## config.mk

```make
export PLATFORM = sky130hd
export DESIGN_NAME = csc_cmd_top
export DESIGN_NICKNAME = d
export VERILOG_FILES = /design/src/design/csc_pkg.sv /design/src/design/csc_bcd_if.sv /design/src/design/csc_cmd_top.sv /design/src/design/csc_bcd_conv.sv
export SDC_FILE = /design/constraint.sdc
export NUM_CORES = 1
export LEC_CHECK = 0
export BUFFER_PORTS_ARGS = -buffer_cell sky130_fd_sc_hd__buf_4
export CAP_MARGIN = 10
export CORE_MARGIN = 2
export CORE_UTILIZATION = 50
export DETAILED_ROUTE_END_ITERATION = 6
export PLACE_DENSITY_LB_ADDON = 0.1
export SYNTH_ARGS = -nofsm -noshare
export SYNTH_HDL_FRONTEND = slang
export SYNTH_SLANG_ARGS = --single-unit
```

## constraint.sdc

```tcl
create_clock -name clock -period 5.4 [get_ports clock]
set_clock_uncertainty 0.15 [all_clocks]
set_input_delay 0.81 -clock clock [delete_from_list [all_inputs] [get_ports clock]]
set_output_delay 0.81 -clock clock [all_outputs]
set_load 0.1 [all_outputs]
```

## src/design/csc_pkg.sv

```systemverilog
// Shared constants and types for the calibration settings command interpreter
`default_nettype none

package csc_pkg;

	// ------------------------------------------------------------
	// Character codes
	// ------------------------------------------------------------
	localparam logic [7:0] CH_CR  = 8'h0d;  // Carriage return
	localparam logic [7:0] CH_LF  = 8'h0a;  // Line feed
	localparam logic [7:0] CH_SP  = 8'h20;  // Space
	localparam logic [7:0] CH_DOT = 8'h2e;  // Decimal point
	localparam logic [7:0] CH_0   = 8'h30;  // Digit zero
	localparam logic [7:0] CH_9   = 8'h39;  // Digit nine

	// ------------------------------------------------------------
	// Command letters
	// ------------------------------------------------------------
	localparam logic [7:0] CMD_ZERO_KNOWN = 8'h58;  // Zero at known level
	localparam logic [7:0] CMD_ZERO_FRESH = 8'h47;  // Zero in fresh air
	localparam logic [7:0] CMD_PARAM      = 8'h50;  // Parameter write
	localparam logic [7:0] CMD_PARAM_LOW  = 8'h70;  // Ack letter, level bytes
	localparam logic [7:0] CMD_INTERVAL   = 8'h40;  // Auto-zero intervals
	localparam logic [7:0] CMD_ALT_SET    = 8'h53;  // Altitude set
	localparam logic [7:0] CMD_ALT_GET    = 8'h73;  // Altitude query

	// ------------------------------------------------------------
	// Parameter indices and limits
	// ------------------------------------------------------------
	localparam logic [19:0] PAR_AZ_HI    = 20'h00008;  // Auto-zero level MSB
	localparam logic [19:0] PAR_AZ_LO    = 20'h00009;  // Auto-zero level LSB
	localparam logic [19:0] PAR_FRESH_HI = 20'h0000a;  // Fresh-air level MSB
	localparam logic [19:0] PAR_FRESH_LO = 20'h0000b;  // Fresh-air level LSB
	localparam logic [19:0] VALUE_MULT   = 20'h00001;  // Measurement multiplier
	localparam logic [19:0] CONC_MAX     = 20'h0ffff;  // Largest concentration
	localparam logic [19:0] BYTE_MAX     = 20'h000ff;  // Largest byte
	localparam logic [19:0] ALT_MAX      = 20'h10000;  // Largest altitude value
	localparam logic [19:0] TENTHS_MAX   = 20'h1869f;  // Five printable digits
	localparam logic [19:0] ACC_LIMIT    = 20'h186a0;  // Accumulator guard

	// ------------------------------------------------------------
	// Values after reset
	// ------------------------------------------------------------
	localparam logic [15:0] RST_AZ_LEVEL    = 16'h0190;   // 400
	localparam logic [15:0] RST_FRESH_LEVEL = 16'h0190;   // 400
	localparam logic [16:0] RST_INIT_TENTHS = 17'h0000a;  // 1.0 day
	localparam logic [16:0] RST_REG_TENTHS  = 17'h00050;  // 8.0 days
	localparam logic [16:0] RST_ALT         = 17'h02000;  // 8192
	localparam logic [15:0] RST_ZERO        = 16'h0000;   // Zero point
	localparam logic [15:0] RST_RAW         = 16'h0000;   // Raw reading

	// ------------------------------------------------------------
	// Register indices
	// ------------------------------------------------------------
	localparam logic [3:0] REG_RAW    = 4'h0;  // Raw reading, read/write
	localparam logic [3:0] REG_ZERO   = 4'h1;  // Zero point
	localparam logic [3:0] REG_AZ_EN  = 4'h2;  // Auto-zero enable
	localparam logic [3:0] REG_INIT   = 4'h3;  // Initial interval, tenths
	localparam logic [3:0] REG_REGU   = 4'h4;  // Regular interval, tenths
	localparam logic [3:0] REG_LEVELS = 4'h5;  // Auto-zero and fresh levels
	localparam logic [3:0] REG_ALT    = 4'h6;  // Altitude compensation

	// ------------------------------------------------------------
	// Types
	// ------------------------------------------------------------
	localparam logic [4:0] BCD_BITS = 5'h11;  // Binary input width, 17

	typedef enum logic [1:0] {
		FMT_PAD5   = 2'b00,  // Five zero-padded digits
		FMT_PLAIN  = 2'b01,  // No leading zeros
		FMT_TENTHS = 2'b10   // Integer, point, one digit
	} csc_fmt_t;

endpackage : csc_pkg

`default_nettype wire

```

## src/design/csc_bcd_if.sv

```systemverilog
// Request and answer bundle between interpreter and decimal converter
`default_nettype none

interface csc_bcd_if;
	logic        start;  // One-cycle conversion request
	logic [16:0] bin;    // Binary value, held with start
	logic        done;   // One-cycle completion pulse
	logic [19:0] bcd;    // Five decimal digits, low digit lowest

	modport conv (input start, input bin, output done, output bcd);
	modport user (output start, output bin, input done, input bcd);
endinterface : csc_bcd_if

`default_nettype wire

```

## src/design/csc_cmd_top.sv

```systemverilog
// Command line interpreter for zero, level, interval and altitude settings
//
// Summary of operation
// RULE_01 - A line ends on CR then LF
// RULE_02 - X with level recalibrates, echoes zero value
// RULE_03 - Concentration arguments divided by the multiplier
// RULE_04 - Parameters 8 and 9 form auto-zero level
// RULE_05 - Host splits value into high, low bytes
// RULE_06 - Parameters 10 and 11 form fresh-air level
// RULE_07 - @ with two values stores both intervals
// RULE_08 - Interval set is echoed as supplied
// RULE_09 - Intervals carry exactly one decimal digit
// RULE_10 - Reset: auto-zero on, 1.0 and 8.0
// RULE_11 - @ with zero turns auto-zero off
// RULE_12 - Bare @ reports 0 or both intervals
// RULE_13 - S stores altitude 0..65536, echoes five digits
// RULE_14 - Lower-case s reports altitude, five digits
// RULE_15 - Multiplier is always one
// RULE_16 - Fresh-air zero uses parameters 10 and 11
// RULE_17 - Parameter write echoes index and byte
// RULE_18 - Bad or out-of-range lines change nothing
`default_nettype none

module csc_cmd_top
	import csc_pkg::*;
(
	// Clock and reset
	input  wire logic        clock,
	input  wire logic        srst,
	// Received characters
	input  wire logic [7:0]  rx_data,
	input  wire logic        rx_valid,
	output var  logic        rx_ready,
	// Answer characters
	output var  logic [7:0]  tx_data,
	output var  logic        tx_valid,
	input  wire logic        tx_ready,
	// Register port
	input  wire logic [3:0]  reg_addr,
	input  wire logic [31:0] reg_wdata,
	input  wire logic        reg_wr,
	input  wire logic        reg_rd,
	output var  logic [31:0] reg_rdata,
	// Settings
	output var  logic [15:0] zero_point,
	output var  logic        az_enable,
	output var  logic [15:0] az_level,
	output var  logic [15:0] fresh_level,
	output var  logic [16:0] alt_comp
);

	typedef enum logic [2:0] {
		ST_PARSE  = 3'b000,  // Collect a line
		ST_EXEC   = 3'b001,  // Check and apply
		ST_LETTER = 3'b010,  // Send answer letter
		ST_SPACE  = 3'b011,  // Send separator
		ST_CONV   = 3'b100,  // Wait for decimal digits
		ST_DIGIT  = 3'b101,  // Send digits
		ST_CR     = 3'b110,  // Send carriage return
		ST_LF     = 3'b111   // Send line feed
	} csc_state_t;

	csc_state_t  state;        // Sequencer state
	csc_state_t  next_state;   // Its next value
	csc_bcd_if   bcd_bus ();   // Converter bundle

	// Line collection
	logic [7:0]  cmd;          // Command letter
	logic        have_cmd;     // Letter captured
	logic        cr_seen;      // CR received
	logic        bad;          // Line malformed
	logic [1:0]  argc;         // Closed arguments
	logic        in_arg;       // Inside a number
	logic [19:0] acc [3];      // Argument values
	logic [2:0]  pt;           // Point seen per argument
	logic [1:0]  frac [3];     // Digits after point, saturating
	logic [16:0] init_tenths;  // Initial interval
	logic [16:0] reg_tenths;   // Regular interval
	logic [15:0] raw_reading;  // Current raw reading

	// Answer
	logic [7:0]  r_letter;     // Answer letter
	logic [1:0]  r_nf;         // Number of fields
	logic [16:0] r_f0;         // First field
	logic [16:0] r_f1;         // Second field
	csc_fmt_t    r_fmt;        // Field format
	logic        fidx;         // Field being sent
	logic [2:0]  pos;          // Digit position
	logic        lead;         // Non-zero digit already sent

	// Decode of the collected line
	logic        exec_ok;      // Line valid for its command
	logic [7:0]  next_letter;
	logic [1:0]  next_nf;
	logic [16:0] next_f0;
	logic [16:0] next_f1;
	csc_fmt_t    next_fmt;
	logic [15:0] conc;         // Scaled concentration

	logic        rx_fire;      // Character taken
	logic        sent;         // Character handed over
	logic        is_digit;
	logic [3:0]  dval;         // Digit value
	logic [19:0] acc_next;     // Current argument times ten plus digit
	logic [3:0]  dsel;         // Digit chosen for sending
	logic        dig_emit;     // Position produces a character
	logic        dig_last;     // Last position of the field
	logic [7:0]  dig_char;     // Character for this position

	assign rx_fire  = rx_valid && rx_ready;
	assign sent     = tx_valid && tx_ready;
	assign is_digit = (rx_data >= CH_0) && (rx_data <= CH_9);
	assign dval     = 4'(rx_data - CH_0);
	assign acc_next = 20'((acc[argc] << 3) + (acc[argc] << 1)) + {16'h0000, dval};

	// ------------------------------------------------------------
	// Sequencer
	// ------------------------------------------------------------

	// Next state of the line and answer sequence
	always_comb begin
		next_state = state;
		unique case (state)
			ST_PARSE: begin
				if (rx_fire && rx_data == CH_LF && have_cmd && cr_seen && !bad) begin  // RULE_01
					next_state = ST_EXEC;
				end
			end
			ST_EXEC:   next_state = exec_ok ? ST_LETTER : ST_PARSE;  // RULE_18
			ST_LETTER: if (sent) next_state = (r_nf == 2'h0) ? ST_CR : ST_SPACE;
			ST_SPACE:  if (sent) next_state = ST_CONV;
			ST_CONV:   if (bcd_bus.done) next_state = ST_DIGIT;
			ST_DIGIT: begin
				if (sent && dig_last) begin
					next_state = ({1'b0, fidx} + 2'h1 == r_nf) ? ST_CR : ST_SPACE;
				end
			end
			ST_CR:     if (sent) next_state = ST_LF;
			ST_LF:     if (sent) next_state = ST_PARSE;
		endcase
	end

	// State register; input accepted only while collecting
	always_ff @(posedge clock) begin
		if (srst) begin
			state    <= ST_PARSE;
			rx_ready <= 1'b0;
		end else begin
			state    <= next_state;
			rx_ready <= (next_state == ST_PARSE);
		end
	end

	// ------------------------------------------------------------
	// Line collection
	// ------------------------------------------------------------

	// Characters build the letter and up to three numbers
	always_ff @(posedge clock) begin
		if (srst || state == ST_EXEC) begin
			cmd      <= 8'h00;
			have_cmd <= 1'b0;
			cr_seen  <= 1'b0;
			bad      <= 1'b0;
			argc     <= 2'h0;
			in_arg   <= 1'b0;
			pt       <= 3'h0;
			for (int i = 0; i < 3; i++) begin
				acc[i]  <= 20'h00000;
				frac[i] <= 2'h0;
			end
		end else if (rx_fire) begin
			if (rx_data == CH_LF) begin
				// Good lines are cleared by the execute step
				if (!(have_cmd && cr_seen && !bad)) begin  // RULE_01
					have_cmd <= 1'b0;
					cr_seen  <= 1'b0;
					bad      <= 1'b0;
					argc     <= 2'h0;
					in_arg   <= 1'b0;
					pt       <= 3'h0;
				end
			end else if (cr_seen) begin
				bad <= 1'b1;  // RULE_01
			end else if (rx_data == CH_CR) begin
				cr_seen <= 1'b1;
				if (in_arg) begin
					argc   <= argc + 2'h1;
					in_arg <= 1'b0;
				end
			end else if (!have_cmd) begin
				cmd      <= rx_data;
				have_cmd <= 1'b1;
			end else if (rx_data == CH_SP) begin
				if (in_arg) begin
					argc   <= argc + 2'h1;
					in_arg <= 1'b0;
				end
			end else if (is_digit) begin
				if (!in_arg) begin
					// A fourth argument can never be legal
					if (argc == 2'h3) begin
						bad <= 1'b1;  // RULE_18
					end else begin
						acc[argc]  <= {16'h0000, dval};
						frac[argc] <= 2'h0;
						pt[argc]   <= 1'b0;
						in_arg     <= 1'b1;
					end
				end else if (acc[argc] >= ACC_LIMIT) begin
					bad <= 1'b1;  // RULE_18
				end else begin
					acc[argc] <= acc_next;
					if (pt[argc] && frac[argc] != 2'h3) begin
						frac[argc] <= frac[argc] + 2'h1;
					end
				end
			end else if (rx_data == CH_DOT && in_arg && !pt[argc]) begin
				pt[argc] <= 1'b1;
			end else begin
				bad <= 1'b1;  // RULE_18
			end
		end
	end

	// ------------------------------------------------------------
	// Command decode
	// ------------------------------------------------------------

	// Checks arguments and prepares the answer
	always_comb begin
		exec_ok     = 1'b0;
		next_letter = cmd;
		next_nf     = 2'h1;
		next_f0     = 17'h00000;
		next_f1     = 17'h00000;
		next_fmt    = FMT_PAD5;
		conc        = 16'(acc[0] / VALUE_MULT);  // RULE_03 RULE_15
		case (cmd)
			CMD_ZERO_KNOWN: begin
				exec_ok = (argc == 2'h1) && !pt[0] && (acc[0] <= CONC_MAX);  // RULE_18
				next_f0 = {1'b0, 16'(raw_reading - conc)};  // RULE_02
			end
			CMD_ZERO_FRESH: begin
				exec_ok = (argc == 2'h0);
				next_f0 = {1'b0, 16'(raw_reading - fresh_level)};  // RULE_16
			end
			CMD_PARAM: begin
				exec_ok = (argc == 2'h2) && (pt[1:0] == 2'b00) && (acc[1] <= BYTE_MAX)
					&& (acc[0] >= PAR_AZ_HI) && (acc[0] <= PAR_FRESH_LO);  // RULE_18
				// Level bytes answer in lower case, fresh-air bytes in upper
				next_letter = (acc[0] <= PAR_AZ_LO) ? CMD_PARAM_LOW : CMD_PARAM;  // RULE_17
				next_nf     = 2'h2;
				next_f0     = acc[0][16:0];  // RULE_17
				next_f1     = acc[1][16:0];
			end
			CMD_INTERVAL: begin
				next_fmt = FMT_PLAIN;
				if (argc == 2'h0) begin
					exec_ok = 1'b1;
					if (az_enable) begin  // RULE_12
						next_nf  = 2'h2;
						next_fmt = FMT_TENTHS;
						next_f0  = init_tenths;
						next_f1  = reg_tenths;
					end
				end else if (argc == 2'h1) begin
					exec_ok = !pt[0] && (acc[0] == 20'h00000);  // RULE_11
				end else if (argc == 2'h2) begin
					exec_ok = (pt[1:0] == 2'b11) && (frac[0] == 2'h1) && (frac[1] == 2'h1)
						&& (acc[0] <= TENTHS_MAX) && (acc[1] <= TENTHS_MAX);  // RULE_09
					next_nf  = 2'h2;
					next_fmt = FMT_TENTHS;  // RULE_08
					next_f0  = acc[0][16:0];
					next_f1  = acc[1][16:0];
				end
			end
			CMD_ALT_SET: begin
				exec_ok = (argc == 2'h1) && !pt[0] && (acc[0] <= ALT_MAX);  // RULE_13
				next_f0 = acc[0][16:0];
			end
			CMD_ALT_GET: begin
				exec_ok = (argc == 2'h0);
				next_f0 = alt_comp;  // RULE_14
			end
			default: exec_ok = 1'b0;  // Other letters belong elsewhere
		endcase
	end

	// ------------------------------------------------------------
	// Stored settings
	// ------------------------------------------------------------

	// Only a checked line reaches here, so bad lines leave all alone
	always_ff @(posedge clock) begin
		if (srst) begin
			zero_point  <= RST_ZERO;
			az_enable   <= 1'b1;  // RULE_10
			init_tenths <= RST_INIT_TENTHS;  // RULE_10
			reg_tenths  <= RST_REG_TENTHS;  // RULE_10
			az_level    <= RST_AZ_LEVEL;
			fresh_level <= RST_FRESH_LEVEL;
			alt_comp    <= RST_ALT;  // RULE_13
		end else if (state == ST_EXEC && exec_ok) begin
			case (cmd)
				CMD_ZERO_KNOWN, CMD_ZERO_FRESH: zero_point <= next_f0[15:0];  // RULE_02
				CMD_PARAM: begin
					// Each byte lands alone, so either order works
					if (acc[0] == PAR_AZ_HI) az_level[15:8] <= acc[1][7:0];  // RULE_04 RULE_05
					if (acc[0] == PAR_AZ_LO) az_level[7:0] <= acc[1][7:0];  // RULE_04
					if (acc[0] == PAR_FRESH_HI) fresh_level[15:8] <= acc[1][7:0];  // RULE_06
					if (acc[0] == PAR_FRESH_LO) fresh_level[7:0] <= acc[1][7:0];  // RULE_06
				end
				CMD_INTERVAL: begin
					if (argc == 2'h1) begin
						az_enable <= 1'b0;  // RULE_11
					end else if (argc == 2'h2) begin
						init_tenths <= acc[0][16:0];  // RULE_07
						reg_tenths  <= acc[1][16:0];  // RULE_07
						az_enable   <= 1'b1;
					end
				end
				CMD_ALT_SET: alt_comp <= acc[0][16:0];  // RULE_13
				default: ;  // Queries store nothing
			endcase
		end
	end

	// ------------------------------------------------------------
	// Answer digits
	// ------------------------------------------------------------

	// Picks the digit and decides whether this position prints
	always_comb begin
		dsel     = bcd_bus.bcd[3:0];
		dig_last = (pos == 3'h4);
		dig_emit = 1'b1;
		case (pos)
			3'h0:    dsel = bcd_bus.bcd[19:16];
			3'h1:    dsel = bcd_bus.bcd[15:12];
			3'h2:    dsel = bcd_bus.bcd[11:8];
			3'h3:    dsel = bcd_bus.bcd[7:4];
			3'h4:    dsel = (r_fmt == FMT_TENTHS) ? bcd_bus.bcd[3:0] : bcd_bus.bcd[3:0];
			default: dsel = bcd_bus.bcd[3:0];
		endcase
		dig_char = CH_0 + {4'h0, dsel};
		if (r_fmt == FMT_TENTHS) begin
			// Integer part unpadded, then point, then the tenths digit
			dig_last = (pos == 3'h5);
			if (pos == 3'h4) begin
				dig_char = CH_DOT;  // RULE_08
			end else if (pos < 3'h4) begin
				dig_emit = lead || (dsel != 4'h0) || (pos == 3'h3);
			end
		end else if (r_fmt == FMT_PLAIN) begin
			dig_emit = lead || (dsel != 4'h0) || (pos == 3'h4);  // RULE_12
		end
	end

	// ------------------------------------------------------------
	// Answer sender
	// ------------------------------------------------------------

	// One character in flight; the sink may hold it as long as it likes
	always_ff @(posedge clock) begin
		if (srst) begin
			tx_valid      <= 1'b0;
			tx_data       <= 8'h00;
			r_letter      <= 8'h00;
			r_nf          <= 2'h0;
			r_f0          <= 17'h00000;
			r_f1          <= 17'h00000;
			r_fmt         <= FMT_PAD5;
			fidx          <= 1'b0;
			pos           <= 3'h0;
			lead          <= 1'b0;
			bcd_bus.start <= 1'b0;
			bcd_bus.bin   <= 17'h00000;
		end else begin
			bcd_bus.start <= 1'b0;
			if (sent) begin
				tx_valid <= 1'b0;
			end
			unique case (state)
				ST_PARSE: ;
				ST_EXEC: begin
					r_letter <= next_letter;
					r_nf     <= next_nf;
					r_f0     <= next_f0;
					r_f1     <= next_f1;
					r_fmt    <= next_fmt;
					fidx     <= 1'b0;
				end
				ST_LETTER, ST_SPACE, ST_CR, ST_LF: begin
					if (!tx_valid) begin
						tx_valid <= 1'b1;
						tx_data  <= (state == ST_LETTER) ? r_letter :
							(state == ST_SPACE) ? CH_SP :
							(state == ST_CR) ? CH_CR : CH_LF;
					end
					if (state == ST_SPACE && sent) begin
						bcd_bus.start <= 1'b1;
						bcd_bus.bin   <= fidx ? r_f1 : r_f0;
					end
				end
				ST_CONV: begin
					pos  <= 3'h0;
					lead <= 1'b0;
				end
				ST_DIGIT: begin
					if (sent) begin
						pos <= pos + 3'h1;
						if (dig_last) fidx <= 1'b1;
					end else if (!tx_valid) begin
						if (dig_emit) begin
							tx_valid <= 1'b1;
							tx_data  <= dig_char;
							if (pos < 3'h4) lead <= lead || (dsel != 4'h0);
						end else begin
							pos <= pos + 3'h1;  // Leading zero skipped
						end
					end
				end
			endcase
		end
	end

	csc_bcd_conv u_conv (
		.clock (clock),
		.srst  (srst),
		.bus   (bcd_bus.conv)
	);

	// ------------------------------------------------------------
	// Register port
	// ------------------------------------------------------------

	// Raw reading is supplied by software and feeds the zero calculation
	always_ff @(posedge clock) begin
		if (srst) begin
			raw_reading <= RST_RAW;
		end else if (reg_wr && reg_addr == REG_RAW) begin
			raw_reading <= reg_wdata[15:0];
		end
	end

	// Read data stands only in the cycle after the strobe
	always_ff @(posedge clock) begin
		if (srst || !reg_rd) begin
			reg_rdata <= 32'h00000000;
		end else begin
			case (reg_addr)
				REG_RAW:    reg_rdata <= {16'h0000, raw_reading};
				REG_ZERO:   reg_rdata <= {16'h0000, zero_point};
				REG_AZ_EN:  reg_rdata <= {31'h00000000, az_enable};
				REG_INIT:   reg_rdata <= {15'h0000, init_tenths};
				REG_REGU:   reg_rdata <= {15'h0000, reg_tenths};
				REG_LEVELS: reg_rdata <= {az_level, fresh_level};
				REG_ALT:    reg_rdata <= {15'h0000, alt_comp};
				default:    reg_rdata <= 32'h00000000;  // Unmapped reads zero
			endcase
		end
	end

endmodule : csc_cmd_top

`default_nettype wire

```

## src/design/csc_bcd_conv.sv

```systemverilog
// Serial binary to five-digit decimal converter
`default_nettype none

module csc_bcd_conv
	import csc_pkg::*;
(
	// Clock and reset
	input  wire logic clock,
	input  wire logic srst,
	// Converter bundle
	csc_bcd_if.conv   bus
);

	logic [16:0] shift;  // Bits still to shift in
	logic [19:0] work;   // Partial decimal result
	logic [4:0]  count;  // Shifts remaining
	logic        busy;   // Conversion running
	logic [19:0] adj;    // Digits after add-three

	// ------------------------------------------------------------
	// Add three to any digit of five or more
	// ------------------------------------------------------------
	for (genvar g = 0; g < 5; g++) begin : g_adj
		assign adj[g*4 +: 4] = (work[g*4 +: 4] >= 4'h5) ? work[g*4 +: 4] + 4'h3 : work[g*4 +: 4];
	end

	// One bit per cycle keeps area tiny; latency is far below a byte time
	always_ff @(posedge clock) begin
		if (srst) begin
			shift    <= 17'h00000;
			work     <= 20'h00000;
			count    <= 5'h00;
			busy     <= 1'b0;
			bus.done <= 1'b0;
			bus.bcd  <= 20'h00000;
		end else begin
			bus.done <= 1'b0;
			if (bus.start) begin
				shift <= bus.bin;
				work  <= 20'h00000;
				count <= BCD_BITS;
				busy  <= 1'b1;
			end else if (busy) begin
				work  <= {adj[18:0], shift[16]};
				shift <= {shift[15:0], 1'b0};
				count <= count - 5'h01;
				if (count == 5'h01) begin
					busy     <= 1'b0;
					bus.done <= 1'b1;
					bus.bcd  <= {adj[18:0], shift[16]};
				end
			end
		end
	end

endmodule : csc_bcd_conv

`default_nettype wire

```

==> results.sh, run 1 <==
export IMPL_grt_max_degree=188
export IMPL_pwr_share_clk_pct=48.1
export IMPL_hold_violations=0
export IMPL_place_detailed_hpwl_um=39900
export IMPL_drive_above_1_share_pct=14.5
export IMPL_netlist_cell_type_count=79
export IMPL_cell_internal_pwr_mw=5.13
export IMPL_status="finished with violations"
export IMPL_hold_buffers=0
export IMPL_drtPass1Iterations=7
export IMPL_synthTopCellsByCount="nor2_1, dfxtp_1, mux2i_1"
export IMPL_synth_top_family_by_area="simple AND/OR/NAND/NOR gates"
export IMPL_detail_route_antenna_nets=0
export IMPL_syn_avg_cell_area_um2=9.51
export IMPL_yosys_warnings=0
export IMPL_cts_sinks=401
export IMPL_synth_mux_area_share_pct=11.1
export IMPL_io_buffers=141
export IMPL_vias=16400
export IMPL_synth_xor_area_share_pct=1.61
export IMPL_clkTransAtPathRegs_ns=0.06
export IMPL_synth_ff_type="dfxtp_1"
export IMPL_cts_made_buffers=44
export IMPL_p_comb_share_pct=4.9
export IMPL_finalNetCount=2289
export IMPL_insertion_delay_ns=0.58
export IMPL_violations="DRC"
export IMPL_fin_crit_sh_pct=81.3
export IMPL_syn_to_final_growth_pct=16.0
export IMPL_grt_ovfl_total=0
export IMPL_synthAdderAreaFrac_pct=4.89
export IMPL_synthMostInstantiatedCell="nor2_1"
export IMPL_io_pins=158
export IMPL_grt_pass1_vias=15700
export IMPL_viasPerCell=6.02
export IMPL_core_area_um2=38700
export IMPL_gp_congestion=0.919
export IMPL_p_total_mw=6.63
export IMPL_end_kind="register"
export IMPL_yosys_area_top_type="dfxtp_1"
export IMPL_post_place_ws_ns=0.989
export IMPL_p_sw_mw=1.50
export IMPL_synth_nets=2191
export IMPL_cts_tree="built"
export IMPL_setup_violations=0
export IMPL_ys_ff_latch=401
export IMPL_maxSlewHeadroom_pct=24.1
export IMPL_worst_slack_ns=1.01
export IMPL_cp_start_kind="register"
export IMPL_diodes=0
export IMPL_ir_worst_vdd_v=0.000221
export IMPL_wl_um=57700
export IMPL_cts_resized=0
export IMPL_maxCapViolCount=0
export IMPL_synth_edff_count=88
export IMPL_clockRootBuffer="clkbuf_16"
export IMPL_place_area_um2=21200
export IMPL_cts_setup_buffers=0
export IMPL_powerDensity_nw_per_um2=291
export IMPL_p_leak_nw=8.36
export IMPL_n_fill_cell=3448
export IMPL_drt_wirelength_per_cell_um=21.2
export IMPL_grt_antenna_before_repair=1
export IMPL_switching_share_pct=22.6
export IMPL_ys_seq_area_share_pct=45.4
export IMPL_synth_top_cell_area_share_pct=31.9
export IMPL_tightest_slew_ns=1.13
export IMPL_first_iter_violations=1324
export IMPL_die_h_um=202
export IMPL_synth_area_leaders="dfxtp_1, edfxtp_1, mux2i_1"
export IMPL_stdcell_area_um2=22800
export IMPL_async_flop_share_pct=0
export IMPL_cp_arrival_ns=4.56
export IMPL_htree_levels=2
export IMPL_synthCells=2066
export IMPL_yosys_area_share_simple_pct=18.1
export IMPL_grt_pass1_wl_um=89000
export IMPL_fmax_mhz=228
export IMPL_ctsLongestPathBuffers=3
export IMPL_rsz0062_at_grt="false"
export IMPL_timing_critical_path_required_ns=5.56
export IMPL_die_area_um2=40900
export IMPL_final_min_clock_period_ns=4.39
export IMPL_slew_viol_final=0
export IMPL_start_util_pct=50.7
export IMPL_p_seq_share_pct=47.1
export IMPL_synth_compound_area_share_pct=15.7
export IMPL_critPathKind="reg2reg"
export IMPL_track_usage_pct=27.6
export IMPL_fin_setup_tns_ns=0
export IMPL_hold_path_class="reg2reg"
export IMPL_placedCellCount=2636
export IMPL_dieWidth_um=202
export IMPL_rows=72
export IMPL_crit_fanout=11
export IMPL_drc=7
export IMPL_syn_area_um2=19600
export IMPL_fin_cells=2717
==> layer usage <==
layer	global-route usage [%]	vias to the layer above	share of wire [%]
met3	5.35	125	7.1
met1	36.8	7834	43
met5	0	-	0
li1	-	7766	-
met2	45.0	636	47
met4	9.70	0	3.2
==> sequential cells by signal, summed over array words and instances, names as in the netlist, 16 cells and up, named ones only <==
name / cells
acc: 80
bcd_bus.bin: 17
reg_tenths: 17
alt_comp: 17
u_conv.work: 20
r_f1: 17
r_f0: 17
az_level: 16
zero_point: 16
reg_rdata: 32
u_conv.bus.bcd: 20
fresh_level: 16
raw_reading: 16
init_tenths: 17
u_conv.shift: 17
==> layout make-up <==
cell class / instances / area, um2 / share of cell area (%)
Sequential cell: 401 / 8910 / 39.1
Clock buffer: 59 / 1270 / 5.58
Multi-Input combinational cell: 1501 / 10200 / 44.6
Timing Repair Buffer: 182 / 1380 / 6.07
Inverter: 34 / 128 / 0.560
Clock inverter: 22 / 270 / 1.19
Tap cell: 518 / 648 / 2.85
==> critical path: stages (launching register included) <==
cell	delay (ns)
dfxtp_1	0.79
mux4_2	0.47
fa_1	0.54
ha_1	0.34
a211oi_1	0.32
o211ai_1	0.19
a41oi_1	0.45
o311ai_0	0.25
and2_1	0.22
xnor2_1	0.32
nor2_1	0.09
==> stage by stage <==
step / util (%) / hold slack [ns]
global route: 58.8 / 0.308
CTS: 58.8 / 0.288
finish: 58.8 / 0.304
detailed placement: 54.8 / 0.297
global placement: 54.8 / 0.293
floorplan: - / 0.282
==> power groups by stage <==
stage               clock network (mW)  logic, mW  registers [mW]
finish                            3.19      0.322            3.12
global route                      3.35      0.352            3.12
CTS                               3.23      0.318            3.12
detailed placement                   0      0.316            3.19
global placement                     0      0.310            3.18
floorplan                            0      0.212            3.17
==> final timing paths <==
kind	start	to	slack, ns	depth (start not counted)
worst max-delay path	register	acc[1][17]	1.01	10
worst min-delay path	u_conv.bus.bcd[0]	u_conv.bus.bcd[0]	0.30	2
worst max register to register	register	acc[1][17]	1.01	10
worst min register to register	u_conv.bus.bcd[0]	u_conv.bus.bcd[0]	0.30	2
==> placed cells by master (no fill, tap or decap), drive strengths merged, types with 7 or more instances in the layout <==
master / netlist / final
nor2: 315 / 315
dfxtp: 313 / 313
buf: 12 / 182
mux2i: 160 / 160
nand2: 152 / 152
a21oi: 118 / 118
edfxtp: 88 / 88
ha: 72 / 72
o21ai: 63 / 63
a211oi: 59 / 59
clkbuf: 118 / 59
a22oi: 58 / 58
nor3: 54 / 54
and2: 48 / 48
and3: 38 / 38
inv: 34 / 34
nand3: 28 / 28
xnor2: 26 / 26
a31oi: 26 / 26
mux4: 22 / 22
a221oi: 21 / 21
nor4: 20 / 20
nor3b: 19 / 19
a222oi: 16 / 16
a21o: 15 / 15
clkinv: 0 / 15
nand2b: 14 / 14
or3: 11 / 11
nor2b: 10 / 10
xor2: 10 / 10
o31ai: 10 / 10
nand4: 7 / 7
mux2: 7 / 7
a21boi: 7 / 7
a311oi: 7 / 7
==> cell families (layout without fill, tap and decap cells) <==
family | after synthesis | in the layout
simple gates | 752 | 752
buf+inv | 164 | 297
flops | 401 | 401
fa+ha+maj | 75 | 75
xor+xnor | 36 | 36
mux | 189 | 189
compound gates | 449 | 449
Power figures use the tool's default switching activity.
==> run 2, diff against run 1 <==
Clock period 5.4 ns to 4.3 ns, I/O delays scaled along.
==> run 2 against run 1 <==
Effect of this change:
- the run now ends clean
- non-clock buffer count rose by 28
- via count grew 0.18%
- clock-buffer cell count increased by 11
- worst setup slack worse by 0.73 ns
- utilization is 0.39 points higher
- final cell count is 0.92% higher
- clock power rose by 20%
- hold slack got worse by 0.15 ns
- total power up 23%
- die area unchanged
- largest cell class unchanged
- highest routed layer unchanged
==> results.sh, run 2 (synthesized netlist as in run 1, its figures left out) <==
export IMPL_end_kind="register"
export IMPL_io_buffers=141
export IMPL_grt_pass1_wl_um=90500
export IMPL_hold_path_class="in2reg"
export IMPL_grt_max_degree=202
export IMPL_wl_um=58000
export IMPL_fin_cells=2742
export IMPL_clockRootBuffer="clkbuf_16"
export IMPL_top_register="acc"
export IMPL_grt_antenna_before_repair=1
export IMPL_worstPathCellList="and2_1 > nand4_1 > buf_4 > mux2i_1 > ha_1 > nor2b_1 > o31ai_1 > buf_4 > nand2b_1 > a21oi_1 > xnor2_1 > a21boi_0 > a211oi_1"
export IMPL_clkTransAtPathRegs_ns=0.06
export IMPL_track_usage_pct=28.2
export IMPL_cell_internal_pwr_mw=6.30
export IMPL_cts_made_buffers=44
export IMPL_post_route_util_pct=59.2
export IMPL_cp_start_kind="register"
export IMPL_ctsLongestPathBuffers=3
export IMPL_powerDensity_nw_per_um2=357
export IMPL_worst_slack_ns=0.276
export IMPL_min_delay_start="tx_ready"
export IMPL_crit_fanout=15
export IMPL_p_total_mw=8.17
export IMPL_drt_wirelength_per_cell_um=21.2
export IMPL_switching_share_pct=22.9
export IMPL_rows=72
export IMPL_hold_violations=0
export IMPL_slew_viol_final=0
export IMPL_r2r_slack_ns=0.28
export IMPL_drc=0
export IMPL_tightest_slew_ns=1.16
export IMPL_final_min_clock_period_ns=4.02
export IMPL_r2r_end="zero_point[5]"
export IMPL_grt_ovfl_total=0
export IMPL_critPathSlowestCell="a21boi_0"
export IMPL_maxSlewHeadroom_pct=23.0
export IMPL_pwr_share_clk_pct=46.9
export IMPL_maxCapViolCount=0
export IMPL_setup_violations=0
export IMPL_p_leak_nw=8.47
export IMPL_place_detailed_hpwl_um=40600
export IMPL_start_util_pct=50.7
export IMPL_cts_sinks=401
export IMPL_detail_route_antenna_nets=0
export IMPL_p_sw_mw=1.87
export IMPL_post_place_ws_ns=0.167
export IMPL_hold_buffers=0
export IMPL_layout_common_cells="nor2_1, dfxtp_1, buf_4, mux2i_1, nand2_1"
export IMPL_slowest_delay_ns=0.60
export IMPL_finalNetCount=2317
export IMPL_fmax_mhz=248
export IMPL_rr_worst_depth=13
export IMPL_cp_arrival_ns=4.29
export IMPL_ir_worst_vdd_v=0.000320
export IMPL_status="complete, no violations"
export IMPL_fin_setup_tns_ns=0
export IMPL_drtPass1Iterations=7
export IMPL_first_iter_violations=1458
export IMPL_die_h_um=202
export IMPL_rsz0062_at_grt="false"
export IMPL_reg_top3="acc x80, reg_rdata x32"
export IMPL_syn_to_final_growth_pct=16.7
export IMPL_critPathKind="reg2reg"
export IMPL_worstHoldEndpoint="tx_valid"
export IMPL_insertion_delay_ns=0.58
export IMPL_cts_tree="built"
export IMPL_path_buf_inv=2
export IMPL_cp_top_family="compound AO/OA/AOI/OAI gates"
export IMPL_viasPerCell=5.98
export IMPL_cp_common_cell="buf_4"
export IMPL_htree_levels=2
export IMPL_min_delay_path_depth=2
export IMPL_core_area_um2=38700
export IMPL_die_area_um2=40900
export IMPL_p_seq_share_pct=47.8
export IMPL_io_pins=158
export IMPL_layout_commonest_cell="nor2_1"
export IMPL_placedCellCount=2664
export IMPL_fin_crit_sh_pct=93.6
export IMPL_dieWidth_um=202
export IMPL_grt_pass1_vias=15800
export IMPL_largest_reg_flops=80
export IMPL_p_comb_share_pct=5.3
export IMPL_timing_critical_path_required_ns=4.56
export IMPL_rr_startpoint="cmd[1]"
export IMPL_drive_above_1_share_pct=15.4
export IMPL_gp_congestion=0.934
export IMPL_vias=16400
[run 2: changes by cell type in the layout (fill, tap and decap cells not counted), moves of 2 or more]
cell and delta:
buf_4 +27, bufinv_16 -5, clkbuf_8 +11, clkinv_1 -2, clkinv_2 -9, inv_6 +2
[run 2: cell type report]
class,instances,area (um2)
Timing Repair Buffer,210,1610
Clock buffer,70,1400
Fill cell,3380,15800
Tap cell,518,648
Multi-Input combinational cell,1501,10200
Clock inverter,7,70.1
Inverter,34,128
Sequential cell,401,8910
Antenna cell,1,2.50
[run 2: through the flow]
step                      hold WS (ns)  cell area (um2)
after global placement           0.295            21400
after global routing             0.140            22900
after floorplan                  0.282            19600
after CTS                        0.131            22900
after detailed placement         0.297            21400
final                            0.156            22900
[run 2: power by group through the flow]
stage / Combinational (mW) / Sequential (mW) / Clock [mW]
after floorplan: 0.266 / 3.98 / 0
after global placement: 0.416 / 3.99 / 0
after detailed placement: 0.424 / 3.99 / 0
after CTS: 0.426 / 3.90 / 3.90
after global routing: 0.470 / 3.91 / 4.04
final: 0.431 / 3.91 / 3.84
[run 2: how the worst max path moves through the flow]
stage / from / to / slack, ns / cells past startpoint
final: cmd[1] / zero_point[5] / 0.28 / 13
after global routing: register / acc[2][18] / 0.09 / 10
after CTS: register / acc[3][18] / 0.15 / 10
after detailed placement: register / acc[0][18] / 0.17 / 10
after global placement: register / acc[2][18] / 0.17 / 10
after floorplan: register / acc[0][18] / 0.03 / 12
[run 2: layer usage]
metal  global-route usage (%)  vias to the layer above  part of all wire (%)
li1                         -                     7823                     -
met1                     38.2                     7902                    44
met2                     45.5                      547                    47
met3                     4.92                      119                   6.7
met4                     9.80                        0                   3.0
met5                        0                        -                     0
[run 2: what timing repair did]
| action | in CTS | in global routing |
|---|---|---|
| endpoints found under the setup margin | 0 | 12 |
| gates resized for setup | 0 | 2 |
| hold endpoints to repair | 0 | 0 |
| buffers inserted | 0 | 0 |
